===== src/rtl/can_mailbox_pkg.sv =====
package can_mailbox_pkg;
   localparam int NUM_MB         = 8;
   localparam int MB_W           = 3;
   localparam int ID_W           = 29;
   localparam int PRIO_W         = 4;
   localparam int DLC_W          = 4;
   localparam int DATA_W         = 64;
   localparam int GAP_W          = 16;
   // standard identifiers sit in bits 28..18 of the identifier field
   localparam logic [ID_W-1:0] STD_ID_MASK = 29'h1ffc0000;
   localparam logic [ID_W-1:0] ID_RST      = 29'h00000000;
   localparam logic [ID_W-1:0] MASK_RST    = 29'h1fffffff;
   localparam logic [PRIO_W-1:0] PRIO_RST  = 4'h0;
   // timing: 1 Mbit/s ceiling on a 100 MHz clock
   localparam int CLK_NS         = 10;
   localparam int BIT_NS         = 1000;
   localparam int BIT_CYC        = (BIT_NS + CLK_NS - 1) / CLK_NS;
   localparam int STD_FRAME_BITS = 108;
   localparam int EXT_FRAME_BITS = 128;
   localparam int OVL_BITS       = 14;

   typedef enum logic [2:0]
   {
      MOT_DISABLED,
      MOT_RX,
      MOT_RX_OVR,
      MOT_TX,
      MOT_CONSUMER,
      MOT_PRODUCER
   } mailbox_object_type_t;

   typedef struct packed
   {
      logic [ID_W-1:0]   id;
      logic              ide;
      logic              rtr;
      logic [DLC_W-1:0]  dlc;
      logic [DATA_W-1:0] data;
   } can_frame_t;

   typedef struct packed
   {
      mailbox_object_type_t mailbox_object_type;
      logic [PRIO_W-1:0]    mailbox_tx_priority;
      logic                 extended_id_select;
      logic [ID_W-1:0]      mailbox_identifier_reg;
      logic [ID_W-1:0]      mailbox_acceptance_mask_reg;
   } mailbox_cfg_t;

   localparam mailbox_cfg_t CFG_RST = '{MOT_DISABLED, PRIO_RST, 1'b0, ID_RST, MASK_RST};
endpackage


===== src/rtl/can_mailbox_acceptance.sv =====
`timescale 1ns/100ps
// Operation
// - eight independent mailboxes, each with its own active identifier
// - each mailbox picks receive or transmit role via its object type
// - extended select set matches extended ids, clear matches standard only
// - incoming id masked, compared with mailbox id, stored on acceptance
// - duplicate identifiers across mailboxes are legal
// - mailbox identifier may be rewritten at run time
// - receive mailbox keeps first message until next transfer request
// - overwrite mailbox takes the newest matching frame that no free receiver takes
// - consumer sends remote frame per request, stores first answer
// - chained buffers share one id, only the last may overwrite
// - remote, error and overload frames handled without software
// - frames built from and decoded into mailbox contents
// - a detected bus error raises an error frame
// - overload frames add delay between successive frames
// - frame spacing covers 108 standard or 128 extended bits
// - transmit rate never exceeds 1 Mbit/s
// - a matching remote frame is answered with the data frame
// - highest priority pending transmit mailbox goes first
// - producer mailbox sends its data when a matching remote arrives
module can_mailbox_acceptance
   import can_mailbox_pkg::*;
#(
   parameter int STD_FRAME_CYC = STD_FRAME_BITS * BIT_CYC,
   parameter int EXT_FRAME_CYC = EXT_FRAME_BITS * BIT_CYC,
   parameter int OVL_CYC       = OVL_BITS * BIT_CYC
)
(
   input  wire logic              clk_sys_in,
   input  wire logic              rst_n_in,
   input  wire logic              cfg_we_in,
   input  wire logic [MB_W-1:0]   cfg_sel_in,
   input  wire mailbox_cfg_t      cfg_in,
   input  wire logic [DLC_W-1:0]  cfg_dlc_in,
   input  wire logic [DATA_W-1:0] cfg_data_in,
   input  wire logic [NUM_MB-1:0] xfer_req_in,
   input  wire logic              rx_valid_in,
   input  wire can_frame_t        rx_frame_in,
   input  wire logic              bus_error_in,
   input  wire logic              overload_cond_in,
   input  wire logic              tx_ready_in,
   output logic                   tx_valid_out,
   output can_frame_t             tx_frame_out,
   output logic                   err_frame_out,
   output logic                   overload_frame_out,
   output logic [NUM_MB-1:0]      mb_ready_out,
   output logic [NUM_MB-1:0]      mb_overwrite_out,
   output logic [NUM_MB-1:0]      mb_pending_out,
   input  wire logic [MB_W-1:0]   rd_sel_in,
   output can_frame_t             rd_frame_out
);

   function automatic logic id_match(mailbox_cfg_t c, can_frame_t f);
      logic [ID_W-1:0] m;
      m = c.extended_id_select ? c.mailbox_acceptance_mask_reg
                               : (c.mailbox_acceptance_mask_reg & STD_ID_MASK);
      return (c.extended_id_select == f.ide) &&
             ((f.id & m) == (c.mailbox_identifier_reg & m));
   endfunction

   mailbox_cfg_t              cfg      [NUM_MB];
   mailbox_cfg_t              next_cfg [NUM_MB];
   logic [DLC_W-1:0]          dlc      [NUM_MB];
   logic [DLC_W-1:0]          next_dlc [NUM_MB];
   logic [DATA_W-1:0]         data     [NUM_MB];
   logic [DATA_W-1:0]         next_data[NUM_MB];
   logic [NUM_MB-1:0]         await_ans;
   logic [NUM_MB-1:0]         next_await_ans;
   logic [NUM_MB-1:0]         next_ready;
   logic [NUM_MB-1:0]         next_ovr;
   logic [NUM_MB-1:0]         next_pend;
   can_frame_t                next_rd_frame;
   logic                      push_valid;
   can_frame_t                push_frame;
   logic                      fifo_in_ready;
   logic                      acc_found;
   logic [MB_W-1:0]           acc_idx;
   logic                      sel_found;
   logic [MB_W-1:0]           sel_idx;

   // mailbox store, acceptance and transmit scheduling
   always_comb
   begin
      next_ready     = mb_ready_out;
      next_ovr       = mb_overwrite_out;
      next_pend      = mb_pending_out;
      next_await_ans = await_ans;
      push_valid     = 1'b0;
      push_frame     = '0;
      acc_found      = 1'b0;
      acc_idx        = '0;
      sel_found      = 1'b0;
      sel_idx        = '0;
      for (int i = 0; i < NUM_MB; i++)
      begin
         next_cfg[i]  = cfg[i];
         next_dlc[i]  = dlc[i];
         next_data[i] = data[i];
      end
      // lowest priority value wins, lower index breaks ties
      for (int i = 0; i < NUM_MB; i++)
      begin
         if (mb_pending_out[i] && (!sel_found || cfg[i].mailbox_tx_priority <
             cfg[sel_idx].mailbox_tx_priority))
         begin
            sel_found = 1'b1;
            sel_idx   = MB_W'(i);
         end
      end
      if (sel_found && fifo_in_ready)
      begin
         push_valid            = 1'b1;
         push_frame.id         = cfg[sel_idx].mailbox_identifier_reg;
         push_frame.ide        = cfg[sel_idx].extended_id_select;
         push_frame.dlc        = dlc[sel_idx];
         push_frame.rtr        = (cfg[sel_idx].mailbox_object_type == MOT_CONSUMER);
         push_frame.data       = push_frame.rtr ? '0 : data[sel_idx];
         next_pend[sel_idx]    = 1'b0;
         if (!push_frame.rtr)
            next_ready[sel_idx] = 1'b1;
      end
      for (int i = 0; i < NUM_MB; i++)
      begin
         if (cfg_we_in && cfg_sel_in == MB_W'(i))
         begin
            next_cfg[i]       = cfg_in;
            next_dlc[i]       = cfg_dlc_in;
            next_data[i]      = cfg_data_in;
            next_ready[i]     = 1'b0;
            next_ovr[i]       = 1'b0;
            next_pend[i]      = 1'b0;
            next_await_ans[i] = 1'b0;
         end
         else if (xfer_req_in[i])
         begin
            next_ready[i] = 1'b0;
            next_ovr[i]   = 1'b0;
            if (cfg[i].mailbox_object_type == MOT_TX ||
                cfg[i].mailbox_object_type == MOT_CONSUMER)
               next_pend[i] = 1'b1;
            if (cfg[i].mailbox_object_type == MOT_CONSUMER)
               next_await_ans[i] = 1'b1;
         end
      end
      // acceptance runs last so a store wins over a same-cycle clear
      if (rx_valid_in && rx_frame_in.rtr)
      begin
         for (int i = 0; i < NUM_MB; i++)
            if (cfg[i].mailbox_object_type == MOT_PRODUCER && id_match(cfg[i], rx_frame_in))
               next_pend[i] = 1'b1;
      end
      else if (rx_valid_in)
      begin
         // first free receive or waiting consumer; duplicates chain in index order
         for (int i = 0; i < NUM_MB; i++)
         begin
            if (!acc_found && id_match(cfg[i], rx_frame_in) && !mb_ready_out[i] &&
                (cfg[i].mailbox_object_type == MOT_RX ||
                 (cfg[i].mailbox_object_type == MOT_CONSUMER && await_ans[i])))
            begin
               acc_found = 1'b1;
               acc_idx   = MB_W'(i);
            end
         end
         // overwrite only once the chain ahead of it is full
         for (int i = 0; i < NUM_MB; i++)
         begin
            if (!acc_found && id_match(cfg[i], rx_frame_in) &&
                cfg[i].mailbox_object_type == MOT_RX_OVR)
            begin
               acc_found = 1'b1;
               acc_idx   = MB_W'(i);
            end
         end
         if (acc_found)
         begin
            next_cfg[acc_idx].mailbox_identifier_reg = rx_frame_in.id;
            next_dlc[acc_idx]       = rx_frame_in.dlc;
            next_data[acc_idx]      = rx_frame_in.data;
            next_ovr[acc_idx]       = mb_ready_out[acc_idx];
            next_ready[acc_idx]     = 1'b1;
            next_await_ans[acc_idx] = 1'b0;
         end
      end
      next_rd_frame.id   = next_cfg[rd_sel_in].mailbox_identifier_reg;
      next_rd_frame.ide  = next_cfg[rd_sel_in].extended_id_select;
      next_rd_frame.rtr  = 1'b0;
      next_rd_frame.dlc  = next_dlc[rd_sel_in];
      next_rd_frame.data = next_data[rd_sel_in];
   end

   always_ff @(posedge clk_sys_in)
   begin
      if (!rst_n_in)
      begin
         for (int i = 0; i < NUM_MB; i++)
         begin
            cfg[i]  <= CFG_RST;
            dlc[i]  <= '0;
            data[i] <= '0;
         end
         mb_ready_out     <= '0;
         mb_overwrite_out <= '0;
         mb_pending_out   <= '0;
         await_ans        <= '0;
         rd_frame_out     <= '0;
      end
      else
      begin
         for (int i = 0; i < NUM_MB; i++)
         begin
            cfg[i]  <= next_cfg[i];
            dlc[i]  <= next_dlc[i];
            data[i] <= next_data[i];
         end
         mb_ready_out     <= next_ready;
         mb_overwrite_out <= next_ovr;
         mb_pending_out   <= next_pend;
         await_ans        <= next_await_ans;
         rd_frame_out     <= next_rd_frame;
      end
   end

   // two-entry transmit buffer with frame spacing and overload delay
   can_frame_t                q      [2];
   can_frame_t                next_q [2];
   logic [1:0]                cnt;
   logic [1:0]                next_cnt;
   logic [GAP_W-1:0]          gap;
   logic [GAP_W-1:0]          next_gap;
   logic                      ovl_pend;
   logic                      next_ovl_pend;
   logic                      next_tx_valid;
   logic                      pop;

   assign fifo_in_ready = (cnt != 2'd2) || pop;
   assign tx_frame_out  = q[0];

   always_comb
   begin
      pop           = tx_valid_out && tx_ready_in;
      next_q[0]     = q[0];
      next_q[1]     = q[1];
      next_cnt      = cnt;
      next_gap      = (gap != '0) ? gap - GAP_W'(1) : gap;
      next_ovl_pend = ovl_pend || overload_cond_in;
      if (pop)
      begin
         next_q[0] = q[1];
         next_cnt  = cnt - 2'd1;
         // a frame may not leave faster than the bus can carry it
         next_gap  = GAP_W'(q[0].ide ? EXT_FRAME_CYC : STD_FRAME_CYC);
         if (next_ovl_pend)
         begin
            next_gap      = next_gap + GAP_W'(OVL_CYC);
            next_ovl_pend = 1'b0;
         end
      end
      else if (next_ovl_pend && !tx_valid_out && gap == '0 && cnt == '0)
      begin
         next_gap      = GAP_W'(OVL_CYC);
         next_ovl_pend = 1'b0;
      end
      if (push_valid)
      begin
         next_q[next_cnt[0]] = push_frame;
         next_cnt            = next_cnt + 2'd1;
      end
      // valid never drops without ready: gap only grows on a pop or when idle
      next_tx_valid = (next_cnt != '0) && (next_gap == '0);
   end

   always_ff @(posedge clk_sys_in)
   begin
      if (!rst_n_in)
      begin
         q[0]               <= '0;
         q[1]               <= '0;
         cnt                <= '0;
         gap                <= '0;
         ovl_pend           <= 1'b0;
         tx_valid_out       <= 1'b0;
         err_frame_out      <= 1'b0;
         overload_frame_out <= 1'b0;
      end
      else
      begin
         q[0]               <= next_q[0];
         q[1]               <= next_q[1];
         cnt                <= next_cnt;
         gap                <= next_gap;
         ovl_pend           <= next_ovl_pend;
         tx_valid_out       <= next_tx_valid;
         err_frame_out      <= bus_error_in;
         overload_frame_out <= overload_cond_in;
      end
   end
endmodule


===== config.mk =====
export PLATFORM = sky130hd
export DESIGN_NAME = can_mailbox_acceptance
export DESIGN_NICKNAME = d
export VERILOG_FILES = /design/src/rtl/can_mailbox_pkg.sv /design/src/rtl/can_mailbox_acceptance.sv
export SDC_FILE = /design/constraint.sdc
export NUM_CORES = 2
export LEC_CHECK = 0
export BUFFER_PORTS_ARGS = -buffer_cell sky130_fd_sc_hd__buf_2
export CAP_MARGIN = 40
export CORE_MARGIN = 10
export CORE_UTILIZATION = 45
export CTS_BUF_LIST = sky130_fd_sc_hd__clkbuf_4 sky130_fd_sc_hd__clkbuf_8
export CTS_CLUSTER_SIZE = 25
export DETAILED_ROUTE_END_ITERATION = 8
export HOLD_SLACK_MARGIN = 0.05
export SYNTH_ARGS = -nofsm -noshare
export SYNTH_HDL_FRONTEND = slang
export SYNTH_SLANG_ARGS = --single-unit

===== constraint.sdc =====
create_clock -name clk_sys_in -period 15.89 [get_ports clk_sys_in]
set_clock_uncertainty 0.2 [all_clocks]
set_input_delay 1.589 -clock clk_sys_in [delete_from_list [all_inputs] [get_ports clk_sys_in]]
set_output_delay 1.589 -clock clk_sys_in [all_outputs]
set_load 0.05 [all_outputs]

==> run_results.csv <==
group,metric,value,unit
setup_path,worstSetupPathType,"flip-flop to flip-flop",
power_and_ir_drop,comb_power_share,14.4,%
sta,period_needed,14720,ps
synthesis,synth_top_area_cell,"dfxtp_1",
clock_tree,numCtsBuffers,280,
power_and_ir_drop,max-vdd-ir-drop,84.43,uV
placed_design,port_buffers,477,
synthesis,yosys.area_share.simple,23.73,%
clock_tree,cts-hold-fix-buffers,0,
worst_hold_path,hp-class,"flip-flop to flip-flop",
clock_tree,cts_root_buf,"clkbuf_8",
worst_hold_path,whs_path_depth,2,
setup_path,cp_max_fo,28,
setup_path,critPathBufInv,5,
sta,clock.fmax,0.06795,GHz
power_and_ir_drop,p_per_area,102.8,mW/mm2
route,wl_met1,137.8,mm
synthesis,yosys.cell_count.top_type,"nand2_1",
setup_path,path_delay_family,"compound AO/OA/AOI/OAI gates",
route,topRoutingLayerUsed,"met5",
synthesis,synthDistinctLibCells,99,
placed_design,place_hpwl,241.7,mm
synthesis,synth-compound-area-share,22.50,%
synthesis,syn_nets,10824,
floorplan,die_h,437.2,um
setup_path,cp_slowest_cell,"nand3_4",
setup_path,r2r_cells,62,
synthesis,syn_inst,10541,
sta,min_period_over_period,92.61,%
synthesis,seq_area_frac_synth,36.35,%
sta,final-hold-violation-count,0,
route,route.met2.wl,170.5,mm
status,status,"complete, no violations",
power_and_ir_drop,pwr-share-seq,42.3,%
sta,setup_viol,0,
sta,slew_violations,0,
final_layout,nNetsFinal,10559,
route,drcViolationCount,0,
placed_design,routabilityCongestion,0.9395,
route,detail_route.iter0.violations,11325,
power_and_ir_drop,intPower,6.228,mW
clock_tree,cts.sinks,1422,
placed_design,post-place-ws,750.0,ps
floorplan,die_area,0.1911,mm2
floorplan,boundaryPins,479,
floorplan,start_util,45.16,%
global_route,antenna_found_initial,88,
synthesis,ys_async_sr_fraction,0,%
final_layout,fill_cells,17089,
route,vias_per_cell,6.536,
global_route,grt_pass1_wl,556.3,mm
clock_tree,clk_pin_slew,60,ps
synthesis,synth-xor-area-share,2.840,%
clock_tree,htreeDepth,5,
setup_path,required,16620,ps
global_route,grt_pass1_vias,78419,
power_and_ir_drop,fin_total_pwr,8.941,mW
setup_path,r2r_slack,1170,ps
synthesis,ys_top_cells_by_count,"nand2_1 (1795), nor2_1 (1453), dfxtp_1 (1422)",
setup_path,cp.depth,62,
route,drtAntennaViolNets,0,
placed_design,post_dp_cell_area,0.08106,mm2
route,firstDrtPassIters,7,
run,maxCapViolCount,0,
setup_path,start_kind,"flip-flop",
synthesis,synth.avg_cell_area,7.430,um2
route,wl_met3,42.14,mm
synthesis,netlist_top_cells_area,"dfxtp_1 (36%), nand2_1 (8.6%), nor2_1 (7.0%), mux2i_1 (6.5%), a211oi_1 (4.4%)",
setup_path,endpoint_kind,"flip-flop",
power_and_ir_drop,switchingPower,2.713,mW
synthesis,synth_adder_area_share,0.4633,%
sta,tns,0,ps
floorplan,core_area,0.1734,mm2
synthesis,synth-seq-cells,1422,
final_layout,area.growth.synth_to_final,11.05,%
clock_tree,clock_path_buffers,4,
sta,tightest_slew,1237,ps
power_and_ir_drop,p_clk_share,43.3,%
sta,fin_ws,1174,ps
clock_tree,cts_tree,"built",
synthesis,yosysTopAreaCellShare,36.35,%
sta,rsz0062_at_grt,"no",
synthesis,synth_top_family_by_area,"simple AND/OR/NAND/NOR gates",
global_route,overflow,0,
synthesis,ys_warn_count,0,
setup_path,arrival,15440,ps
global_route,grt_use_total,38.53,%
synthesis,synth_edf_count,0,
global_route,grt_max_degree,204,
route,drt_wl_total,389.8,mm
route,vias,83873,
setup_path,crit_top_cell,"ha_1",
synthesis,syn_area,0.07832,mm2
synthesis,synthMuxAreaShare,7.269,%
synthesis,ys.flop_type,"dfxtp_1",
final_layout,drive_gt1_share,12.35,%
route,wl_per_cell,30.37,um
setup_path,cp_slowest_stage_delay,540,ps
power_and_ir_drop,p_leak,36.53,nW
floorplan,die-width,437.2,um
power_and_ir_drop,p_sw_share,30.34,%
final_layout,final_cell_area,0.08697,mm2
floorplan,rows,153,
sta,max-slew-margin-rel,17.54,%
clock_tree,clock_latency,1060,ps
==> cell type report <==
cell class	instances	area (um2)	area share [%]
Tap cell	2325	2909	3.345
Multi-Input combinational cell	7844	45010	51.76
Clock buffer	427	5376	6.182
Sequential cell	1422	28470	32.73
Antenna cell	61	152.6	0.1755
Timing Repair Buffer	688	4706	5.411
Inverter	40	157.7	0.1813
Clock inverter	26	188.9	0.2172
==> what timing repair did <==
item | CTS | global route
resized for setup | 0 | 9
buffers inserted | 0 | 13
setup endpoints to repair | 0 | 206
==> power by group through the flow <==
stage | Combinational (mW) | Clock [mW] | Sequential [mW]
6_report | 1.29 | 3.87 | 3.78
5_1_grt | 1.36 | 4.03 | 3.79
4_1_cts | 1.25 | 3.88 | 3.78
3_5_place_dp | 1.24 | 0 | 3.85
3_3_place_gp | 1.22 | 0 | 3.85
2_1_floorplan | 0.799 | 0 | 3.86
==> path summary, 6_finish.rpt <==
kind / from / end
worst min register to register: flip-flop / flip-flop
worst min-delay path: flip-flop / flip-flop
worst max-delay path: flip-flop / q[0][26]
worst max register to register: flip-flop / q[0][26]
==> layer usage <==
layer  GRT usage [%]  vias up
met4           33.71       34
met5               0        -
li1                -    36527
met1           44.77    39769
met2           59.02     5852
met3           9.430     1691
==> per-stage QoR <==
step	cells	hold WS [ps]	utilization [%]
2_1_floorplan	10541	224.4	-
3_3_place_gp	12269	233.0	46.40
3_5_place_dp	12304	237.0	46.74
4_1_cts	12757	244.4	49.95
5_1_grt	12815	259.8	50.12
6_report	12833	245.9	50.15
==> logic make-up (layout without fill, tap and decap cells) <==
| kind of cell | Yosys count | in the layout |
|---|---|---|
| other | 1 | 62 |
| AOI/OAI and AO/OA | 2625 | 2625 |
| and+or+nand+nor | 4374 | 4374 |
| DFF | 1422 | 1422 |
| xor gates and xnor gates | 254 | 254 |
| muxes | 561 | 561 |
| adders and majority gates | 29 | 29 |
| buffers and inverters | 1275 | 1181 |
==> worst register-to-register path, delay by kind of cell (launching register included) <==
| family | cells | cell delay [ps] |
|---|---|---|
| adders and majority gates | 7 | 2120 |
| AOI/OAI and AO/OA | 34 | 7500 |
| buffers and inverters | 5 | 1120 |
| DFF | 1 | 400 |
| and+or+nand+nor | 16 | 3290 |
==> placed cells by master, fill, tap and decap left out, types with 35 or more instances in the layout <==
cell and count:
nand2_1 1782, nor2_1 1436, dfxtp_1 1422, o21ai_0 617, nand3_1 616, mux2i_1 508, buf_2 480, a211oi_1 456
clkbuf_8 348, o22ai_1 328, a21oi_1 266, xor2_1 245, a22oi_1 177, buf_4 148, and2_1 116, a31oi_1 102
o211ai_1 100, a311oi_1 96, o211a_1 85, clkbuf_4 80, a211o_1 71, nor3_1 69, or3_1 67, diode_2 61
nand4_1 60, o21ai_1 55, mux2_2 50, a22o_1 48, inv_1 38, and3_1 35, o221ai_1 35
Power figures use the tool's default switching activity.
